==> config.mk <==
export PLATFORM = sky130hd
export DESIGN_NAME = csf_status_regs
export DESIGN_NICKNAME = d
export VERILOG_FILES = /design/src/hdl/csf_pkg.sv /design/src/hdl/csf_status_hold.sv /design/src/hdl/csf_status_regs.sv
export SDC_FILE = /design/constraint.sdc
export NUM_CORES = 1
export LEC_CHECK = 0
export ABC_AREA = 1
export ABC_CLOCK_PERIOD_IN_PS = 1050
export BUFFER_PORTS_ARGS = -buffer_cell sky130_fd_sc_hd__buf_2
export CAP_MARGIN = 40
export CORE_ASPECT_RATIO = 1.25
export CORE_MARGIN = 1.5
export CORE_UTILIZATION = 43
export DETAILED_ROUTE_END_ITERATION = 12
export PLACE_DENSITY = 0.78
export SLEW_MARGIN = 20
export SYNTH_ARGS = -nofsm -noshare
export SYNTH_HDL_FRONTEND = slang
export SYNTH_SLANG_ARGS = --single-unit
export TNS_END_PERCENT = 1
==> constraint.sdc <==
create_clock -name ref_clk -period 1.05 [get_ports ref_clk]
set_input_delay 0.0525 -clock ref_clk [delete_from_list [all_inputs] [get_ports ref_clk]]
set_output_delay 0.0525 -clock ref_clk [all_outputs]
set_load 0.05 [all_outputs]
==> src/hdl/csf_pkg.sv <==
// Purpose: shared constants for the charger status and fault register bank
// Assumes: 8-bit register address space, 8-bit registers
// Notes: every offset, field position and reset value lives here
package csf_pkg;
    localparam int unsigned ADDR_W = 8;
    localparam int unsigned DATA_W = 8;
    localparam int unsigned NUM_REGS = 3;

    // register offsets
    localparam logic [7:0] OFS_PATH_ADC_TIMER = 8'h1e;
    localparam logic [7:0] OFS_THERM_ZONE = 8'h1f;
    localparam logic [7:0] OFS_PROT_FAULT = 8'h20;

    // register index inside the bank
    localparam int unsigned IDX_PATH_ADC_TIMER = 0;
    localparam int unsigned IDX_THERM_ZONE = 1;
    localparam int unsigned IDX_PROT_FAULT = 2;

    // reset value shared by all three registers
    localparam logic [7:0] STATUS_RESET = 8'h00;
    localparam logic [7:0] READ_IDLE = 8'h00;

    // path, adc and timer status fields
    localparam int unsigned BIT_INPUT2_FET_PAIR_FITTED = 7;
    localparam int unsigned BIT_INPUT1_FET_PAIR_FITTED = 6;
    localparam int unsigned BIT_ADC_DONE = 5;
    localparam int unsigned BIT_MIN_SYSTEM_REG_ACTIVE = 4;
    localparam int unsigned BIT_FAST_TIMER_EXPIRED = 3;
    localparam int unsigned BIT_TRICKLE_TIMER_EXPIRED = 2;
    localparam int unsigned BIT_PRE_TIMER_EXPIRED = 1;
    localparam logic [7:0] MASK_PATH_ADC_TIMER = 8'hfe;

    // thermistor zone fields
    localparam int unsigned BIT_THERM_COLD_ZONE = 3;
    localparam int unsigned BIT_THERM_COOL_ZONE = 2;
    localparam int unsigned BIT_THERM_WARM_ZONE = 1;
    localparam int unsigned BIT_THERM_HOT_ZONE = 0;
    localparam logic [7:0] MASK_THERM_ZONE = 8'h0f;

    // protection fault fields; bit 0 is kept elsewhere in the device
    localparam int unsigned BIT_DISCHARGE_CURRENT_REG = 7;
    localparam int unsigned BIT_BUS_INPUT_OVERVOLTAGE = 6;
    localparam int unsigned BIT_BATTERY_OVERVOLTAGE = 5;
    localparam int unsigned BIT_INPUT_OVERCURRENT = 4;
    localparam int unsigned BIT_BATTERY_OVERCURRENT = 3;
    localparam int unsigned BIT_CONVERTER_OVERCURRENT = 2;
    localparam int unsigned BIT_SECOND_INPUT_OVERVOLTAGE = 1;
    localparam logic [7:0] MASK_PROT_FAULT = 8'hfe;
endpackage

==> src/hdl/csf_status_hold.sv <==
// Purpose: one 8-bit status register that follows its detector vector
// Assumes: detector vector is synchronous to ref_clk
// Notes: bits outside keep_mask are forced to zero on every load
module csf_status_hold (
    input wire logic ref_clk,
    input wire logic resetn,
    input wire logic ce,
    input wire logic [7:0] keep_mask,
    input wire logic [7:0] status_d,
    output logic [7:0] status_q
);
    // reserved positions never store anything, so they always read zero
    always_ff @(posedge ref_clk) begin
        if (!resetn) begin
            status_q <= csf_pkg::STATUS_RESET;
        end else if (ce) begin
            status_q <= status_d & keep_mask;
        end
    end
endmodule

==> src/hdl/csf_status_regs.sv <==
// Purpose: read-only charger status and protection fault register bank
// Assumes: detector inputs and the register port are synchronous to ref_clk
// Notes: register port is the internal side of the serial control bus slave
module csf_status_regs (
    input wire logic ref_clk,
    input wire logic resetn,
    input wire logic ce,
    // register access port
    input wire logic [7:0] reg_addr,
    input wire logic reg_rd_en,
    input wire logic reg_wr_en,
    input wire logic [7:0] reg_wdata,
    output logic [7:0] reg_rdata_q,
    output logic reg_rvalid_q,
    output logic reg_err_q,
    // power path detectors
    input wire logic input2_fet_pair_fitted,
    input wire logic input1_fet_pair_fitted,
    // adc sequencing
    input wire logic adc_oneshot_mode,
    input wire logic adc_conv_start,
    input wire logic adc_conv_done,
    // system regulation
    input wire logic forward_mode,
    input wire logic vbat_below_sysmin,
    // safety timers
    input wire logic fast_timer_expired,
    input wire logic trickle_timer_expired,
    input wire logic pre_timer_expired,
    // thermistor comparators
    input wire logic therm_cold_zone,
    input wire logic therm_cool_zone,
    input wire logic therm_warm_zone,
    input wire logic therm_hot_zone,
    // protection detectors
    input wire logic discharge_current_reg,
    input wire logic bus_input_overvoltage,
    input wire logic battery_overvoltage,
    input wire logic input_overcurrent,
    input wire logic battery_overcurrent,
    input wire logic converter_overcurrent,
    input wire logic second_input_overvoltage,
    // live copies of the three registers
    output logic [7:0] path_adc_timer_status_q,
    output logic [7:0] thermistor_zone_status_q,
    output logic [7:0] protection_fault_status_q
);

    // one index per mapped offset, NUM_REGS when nothing matches
    function automatic logic [1:0] reg_index(input logic [7:0] addr);
        logic [1:0] idx;
        idx = 2'(csf_pkg::NUM_REGS);
        case (addr)
            csf_pkg::OFS_PATH_ADC_TIMER: idx = 2'(csf_pkg::IDX_PATH_ADC_TIMER);
            csf_pkg::OFS_THERM_ZONE: idx = 2'(csf_pkg::IDX_THERM_ZONE);
            csf_pkg::OFS_PROT_FAULT: idx = 2'(csf_pkg::IDX_PROT_FAULT);
            default: idx = 2'(csf_pkg::NUM_REGS);
        endcase
        return idx;
    endfunction

    // true for the three bank offsets; shared by the error flag
    function automatic logic is_mapped(input logic [7:0] addr);
        return reg_index(addr) != 2'(csf_pkg::NUM_REGS);
    endfunction

    // next values, reserved masks and stored words, one slot per register
    logic adc_done_q;
    logic adc_done_d;
    logic [7:0] path_adc_timer_d;
    logic [7:0] therm_zone_d;
    logic [7:0] prot_fault_d;
    logic [7:0] status_d [csf_pkg::NUM_REGS];
    logic [7:0] keep_mask [csf_pkg::NUM_REGS];
    logic [7:0] status_q [csf_pkg::NUM_REGS];
    logic [7:0] read_mux;
    logic [1:0] rd_idx;

    // adc completion is sticky until the next conversion or leaving one-shot;
    // a completion in the same cycle as a conversion start wins so it is never lost;
    // leaving one-shot clears the bit, so a stale completion never shows
    always_comb begin
        adc_done_d = adc_done_q;
        if (!adc_oneshot_mode || adc_conv_start) begin
            adc_done_d = 1'b0;
        end
        if (adc_oneshot_mode && adc_conv_done) begin
            adc_done_d = 1'b1;
        end
    end

    always_ff @(posedge ref_clk) begin
        if (!resetn) begin
            adc_done_q <= 1'b0;
        end else if (ce) begin
            adc_done_q <= adc_done_d;
        end
    end

    // first status register: power path, adc, regulation and timers
    always_comb begin
        path_adc_timer_d = csf_pkg::STATUS_RESET;
        path_adc_timer_d[csf_pkg::BIT_INPUT2_FET_PAIR_FITTED] = input2_fet_pair_fitted;
        path_adc_timer_d[csf_pkg::BIT_INPUT1_FET_PAIR_FITTED] = input1_fet_pair_fitted;
        path_adc_timer_d[csf_pkg::BIT_ADC_DONE] = adc_done_d;
        // outside forward mode the regulation indication is held clear
        path_adc_timer_d[csf_pkg::BIT_MIN_SYSTEM_REG_ACTIVE] =
            forward_mode & vbat_below_sysmin;
        path_adc_timer_d[csf_pkg::BIT_FAST_TIMER_EXPIRED] = fast_timer_expired;
        path_adc_timer_d[csf_pkg::BIT_TRICKLE_TIMER_EXPIRED] = trickle_timer_expired;
        path_adc_timer_d[csf_pkg::BIT_PRE_TIMER_EXPIRED] = pre_timer_expired;
    end

    // thermistor zones; comparators may overlap, each bit is reported as is
    always_comb begin
        therm_zone_d = csf_pkg::STATUS_RESET;
        therm_zone_d[csf_pkg::BIT_THERM_COLD_ZONE] = therm_cold_zone;
        therm_zone_d[csf_pkg::BIT_THERM_COOL_ZONE] = therm_cool_zone;
        therm_zone_d[csf_pkg::BIT_THERM_WARM_ZONE] = therm_warm_zone;
        therm_zone_d[csf_pkg::BIT_THERM_HOT_ZONE] = therm_hot_zone;
    end

    // protection faults; bit 0 belongs to logic outside this bank
    always_comb begin
        prot_fault_d = csf_pkg::STATUS_RESET;
        prot_fault_d[csf_pkg::BIT_DISCHARGE_CURRENT_REG] = discharge_current_reg;
        prot_fault_d[csf_pkg::BIT_BUS_INPUT_OVERVOLTAGE] = bus_input_overvoltage;
        prot_fault_d[csf_pkg::BIT_BATTERY_OVERVOLTAGE] = battery_overvoltage;
        prot_fault_d[csf_pkg::BIT_SECOND_INPUT_OVERVOLTAGE] =
            second_input_overvoltage;
        prot_fault_d[csf_pkg::BIT_INPUT_OVERCURRENT] = input_overcurrent;
        prot_fault_d[csf_pkg::BIT_BATTERY_OVERCURRENT] = battery_overcurrent;
        prot_fault_d[csf_pkg::BIT_CONVERTER_OVERCURRENT] = converter_overcurrent;
    end

    // gather next values and reserved masks for the generate loop
    assign status_d[csf_pkg::IDX_PATH_ADC_TIMER] = path_adc_timer_d;
    assign status_d[csf_pkg::IDX_THERM_ZONE] = therm_zone_d;
    assign status_d[csf_pkg::IDX_PROT_FAULT] = prot_fault_d;
    assign keep_mask[csf_pkg::IDX_PATH_ADC_TIMER] = csf_pkg::MASK_PATH_ADC_TIMER;
    assign keep_mask[csf_pkg::IDX_THERM_ZONE] = csf_pkg::MASK_THERM_ZONE;
    assign keep_mask[csf_pkg::IDX_PROT_FAULT] = csf_pkg::MASK_PROT_FAULT;

    // one holding register per status word; reg_wdata never reaches them
    for (genvar g = 0; g < csf_pkg::NUM_REGS; g++) begin : g_hold
        csf_status_hold u_hold (
            .ref_clk(ref_clk),
            .resetn(resetn),
            .ce(ce),
            .keep_mask(keep_mask[g]),
            .status_d(status_d[g]),
            .status_q(status_q[g])
        );
    end

    // live copies come straight from the holding flops, no extra stage
    assign path_adc_timer_status_q = status_q[csf_pkg::IDX_PATH_ADC_TIMER];
    assign thermistor_zone_status_q = status_q[csf_pkg::IDX_THERM_ZONE];
    assign protection_fault_status_q = status_q[csf_pkg::IDX_PROT_FAULT];

    // read select; unmapped offsets read zero
    assign rd_idx = reg_index(reg_addr);

    // registered words only, so read data trails the detectors by two edges
    always_comb begin
        case (rd_idx)
            2'(csf_pkg::IDX_PATH_ADC_TIMER): read_mux = status_q[csf_pkg::IDX_PATH_ADC_TIMER];
            2'(csf_pkg::IDX_THERM_ZONE): read_mux = status_q[csf_pkg::IDX_THERM_ZONE];
            2'(csf_pkg::IDX_PROT_FAULT): read_mux = status_q[csf_pkg::IDX_PROT_FAULT];
            default: read_mux = csf_pkg::READ_IDLE;
        endcase
    end

    // read data is held until the next read; a write returns no data
    always_ff @(posedge ref_clk) begin
        if (!resetn) begin
            reg_rdata_q <= csf_pkg::READ_IDLE;
        end else if (ce && reg_rd_en) begin
            reg_rdata_q <= read_mux;
        end
    end

    // one-cycle answer to every read, mapped or not;
    // a frozen clock enable also freezes the pulse, so it may stand longer
    always_ff @(posedge ref_clk) begin
        if (!resetn) begin
            reg_rvalid_q <= 1'b0;
        end else if (ce) begin
            reg_rvalid_q <= reg_rd_en;
        end
    end

    // writes are dropped; flag them and unmapped reads for the bus slave
    // so it can decide whether to acknowledge, reg_wdata is ignored
    always_ff @(posedge ref_clk) begin
        if (!resetn) begin
            reg_err_q <= 1'b0;
        end else if (ce) begin
            reg_err_q <= reg_wr_en | (reg_rd_en & ~is_mapped(reg_addr));
        end
    end

    // write data has no destination in a read-only bank;
    // folding it keeps the port from being left unread
    logic wdata_unused;
    assign wdata_unused = ^reg_wdata;

endmodule

==> out/metrics.csv <==
stage;metric;value;unit
pwr;internal_power;1.46;mW
floorplanning;rows;22;
yosys;synth_top_area_share;43.3;%
job;drv_cap;0;
yosys;synthCells;178;
global_route;grt_max_degree;17;
setup_path;worstPathMaxFanout;3;
clock_network;cts_buffer_depth;2;
sta;setup_viol;0;
clock_network;insertion_delay;0.32;ns
global_route;overflow;0;
yosys;synth-main-ff-cell;dfxtp_1;
placed_design;place_area;1610;µm²
yosys;netlist_top_cells_area;dfxtp_1 43%, nor2_1 9.9%, nand2_1 7.8%;
yosys;synth_seq_area_share;43.3;%
layout;layout.nets;303;
layout;drive_above_1_share;32.4;%
yosys;synthArstFlopShare;0;%
floorplanning;core;2890;µm²
placed_design;dp_hpwl;2380;µm
setup_path;path_cells;clkbuf_4;
yosys;synth_edf_count;0;
layout;final_area;1870;µm²
clock_network;cts_sinks;28;
setup_path;path_buf_inv;1;
global_route;grt_most_used_layer;met2;
yosys;yosysTopAreaCell;dfxtp_1;
clock_network;clkTransAtPathRegs;0.14;ns
setup_path;required;1.00;ns
placed_design;portBuffers;61;
yosys;ys_seq_elements;28;
sta;setup_ws;0.0294;ns
sta;finalHoldViolations;0;
sta;fin_setup_tns;0;ns
status;outcome;complete, no violations;
yosys;yosysWarnings;0;
pwr;p_leak;0.903;nW
pwr;switching_share;33.6;%
setup_path;worst_setup_path_start_kind;register;
layout;fin_cells;295;
placed_design;dp_cells;272;
detailed_routing;wl;3650;µm
detailed_routing;wire_per_inst;12.4;µm
clock_network;cts_root_buffer;clkbuf_4;
sta;fin_crit_sh;97.2;%
pwr;p_switching;736;µW
sta;layout_min_cycle_time;1.02;ns
global_route;grt_use_met3;1.87;%
layout;n_antenna_cell;0;
global_route;grt_pass1_vias;1280;
placed_design;place_ws;0.0415;ns
layout;syn2layout_area_growth;44.2;%
clock_network;numCtsBuffers;3;
global_route;grt.total_usage;22.0;%
setup_path;critPathTopFamily;flip-flops;
setup_path;worst_path_largest_cell_delay;0.39;ns
yosys;synthDistinctLibCells;22;
pwr;seqPwrFrac;52.9;%
floorplanning;ioPinCount;76;
yosys;netlist_area;1290;µm²
sta;drv_slew;0;
global_route;use_met1;26.2;%
sta;fmax;980;MHz
yosys;synth_most_common_cell;nor2_1;
pwr;powerDensity;1170;nW/µm²
pwr;clockPowerShare;19.3;%
global_route;grt_pass1_wl;5640;µm
setup_path;crit_arrival;0.97;ns
floorplanning;die_y;64.3;µm
detailed_routing;avgViaCountPerCell;4.84;
pwr;irDropWorstVdd;0.000775;V
pwr;pwr-share-comb;27.8;%
worst_hold_path;hold_path.class;in2reg;
sta;skew;0.00512;ns
pwr;finalPower;2.19;mW
setup_path;worst_path_max_delay_cell;dfxtp_1;
global_route;antenna_found_initial;0;
yosys;postSynthAreaPerCell;7.27;µm²
layout;postLayoutCoreUtil;64.5;%
detailed_routing;drt_iter0_markers;60;
detailed_routing;route.vias.total;1429;
floorplanning;start_util;44.8;%
detailed_routing;drtPass1Iterations;5;
detailed_routing;ant_nets;0;
yosys;synth_common_cells;34 x nor2_1, 28 x dfxtp_1, 27 x nand2_1;
floorplanning;die_area;3350;µm²
setup_path;worst-r2r-setup-slack;0.19;ns
floorplanning;fp.dieW;52.1;µm
placed_design;gp_congestion;0.776;
global_route;grtUsageMet2;40.0;%
setup_path;cp-end-kind;output pin;
sta;holdWs;0.0236;ns
clock_network;cts_tree;yes;
clock_network;ctsHtreeMaxLevel;1;
setup_path;crit_type;reg2out;
detailed_routing;drc;0;
[layout by cell type (no fill, tap or decap), types with 8 or more instances in the layout]
cell type | netlist | final
nor2_1 | 34 | 34
dfxtp_1 | 28 | 24
a21oi_1 | 12 | 12
inv_1 | 8 | 8
nand2_1 | 27 | 27
o21ai_0 | 18 | 18
nand3_1 | 20 | 20
buf_2 | 1 | 48
clkbuf_4 | 0 | 10
dlygate4sd3_1 | 0 | 20
buf_4 | 8 | 11
[sequential cells by signal, summed over array words and instances (netlist names)]
name                    flops
reg_rdata_q                 8
reg_err_q                   1
g_hold.u_hold.status_q     18
reg_rvalid_q                1
[logic make-up (layout without fill, tap and decap cells)]
| group | Yosys count | in the layout | synth area share, % |
|---|---|---|---|
| mux | 1 | 1 | 0.774 |
| compound gates | 32 | 32 | 12.6 |
| buf+inv | 25 | 101 | 10.8 |
| other cells | 1 | 6 | 0.290 |
| simple gates | 91 | 91 | 32.2 |
| flops | 28 | 28 | 43.3 |
[repair_timing]
item,4_1_cts,5_1_grt
buffers inserted,0,0
endpoints found under the hold margin,18,0
hold buffers,20,0
endpoints found under the setup margin,2,11
resized for setup,2,15
pin swaps,0,0
[worst min-delay path: stages]
cell     delay [ns]
buf_2          0.08
mux2i_1        0.06
a21oi_1        0.12
[routing by layer]
layer	wire length [µm]	up-vias
met3	202	8
li1	-	724
met1	1420	637
met4	80	0
met5	0	-
met2	1940	60
[area by class of cell]
cell class                      count  area (µm²)
Tap cell                           36        45.0
Clock buffer                        3        22.5
Multi-Input combinational cell    130         612
Inverter                           12        45.0
Timing Repair Buffer               86         576
Sequential cell                    28         566
Fill cell                         292        1020
[power groups by stage]
stage | Clock (mW) | Sequential [mW] | Combinational, mW
after floorplan | 0 | 1.36 | 0.213
after global placement | 0 | 1.18 | 0.519
after detailed placement | 0 | 1.18 | 0.526
after CTS | 0.436 | 1.16 | 0.588
after global routing | 0.476 | 1.17 | 0.649
final | 0.423 | 1.16 | 0.609
[final timing paths]
path	startpoint	to	depth (start not counted)
setup reg to reg	g_hold[0].u_hold.status_q[5]	g_hold[0].u_hold.status_q[5]	4
hold reg to reg	reg_rdata_q[2]	reg_rdata_q[2]	2
hold / removal	reg_wr_en	reg_err_q	3
setup / recovery	g_hold[0].u_hold.status_q[6]	path_adc_timer_status_q[6]	1
Note: power is estimated with default switching activity, not from simulation.
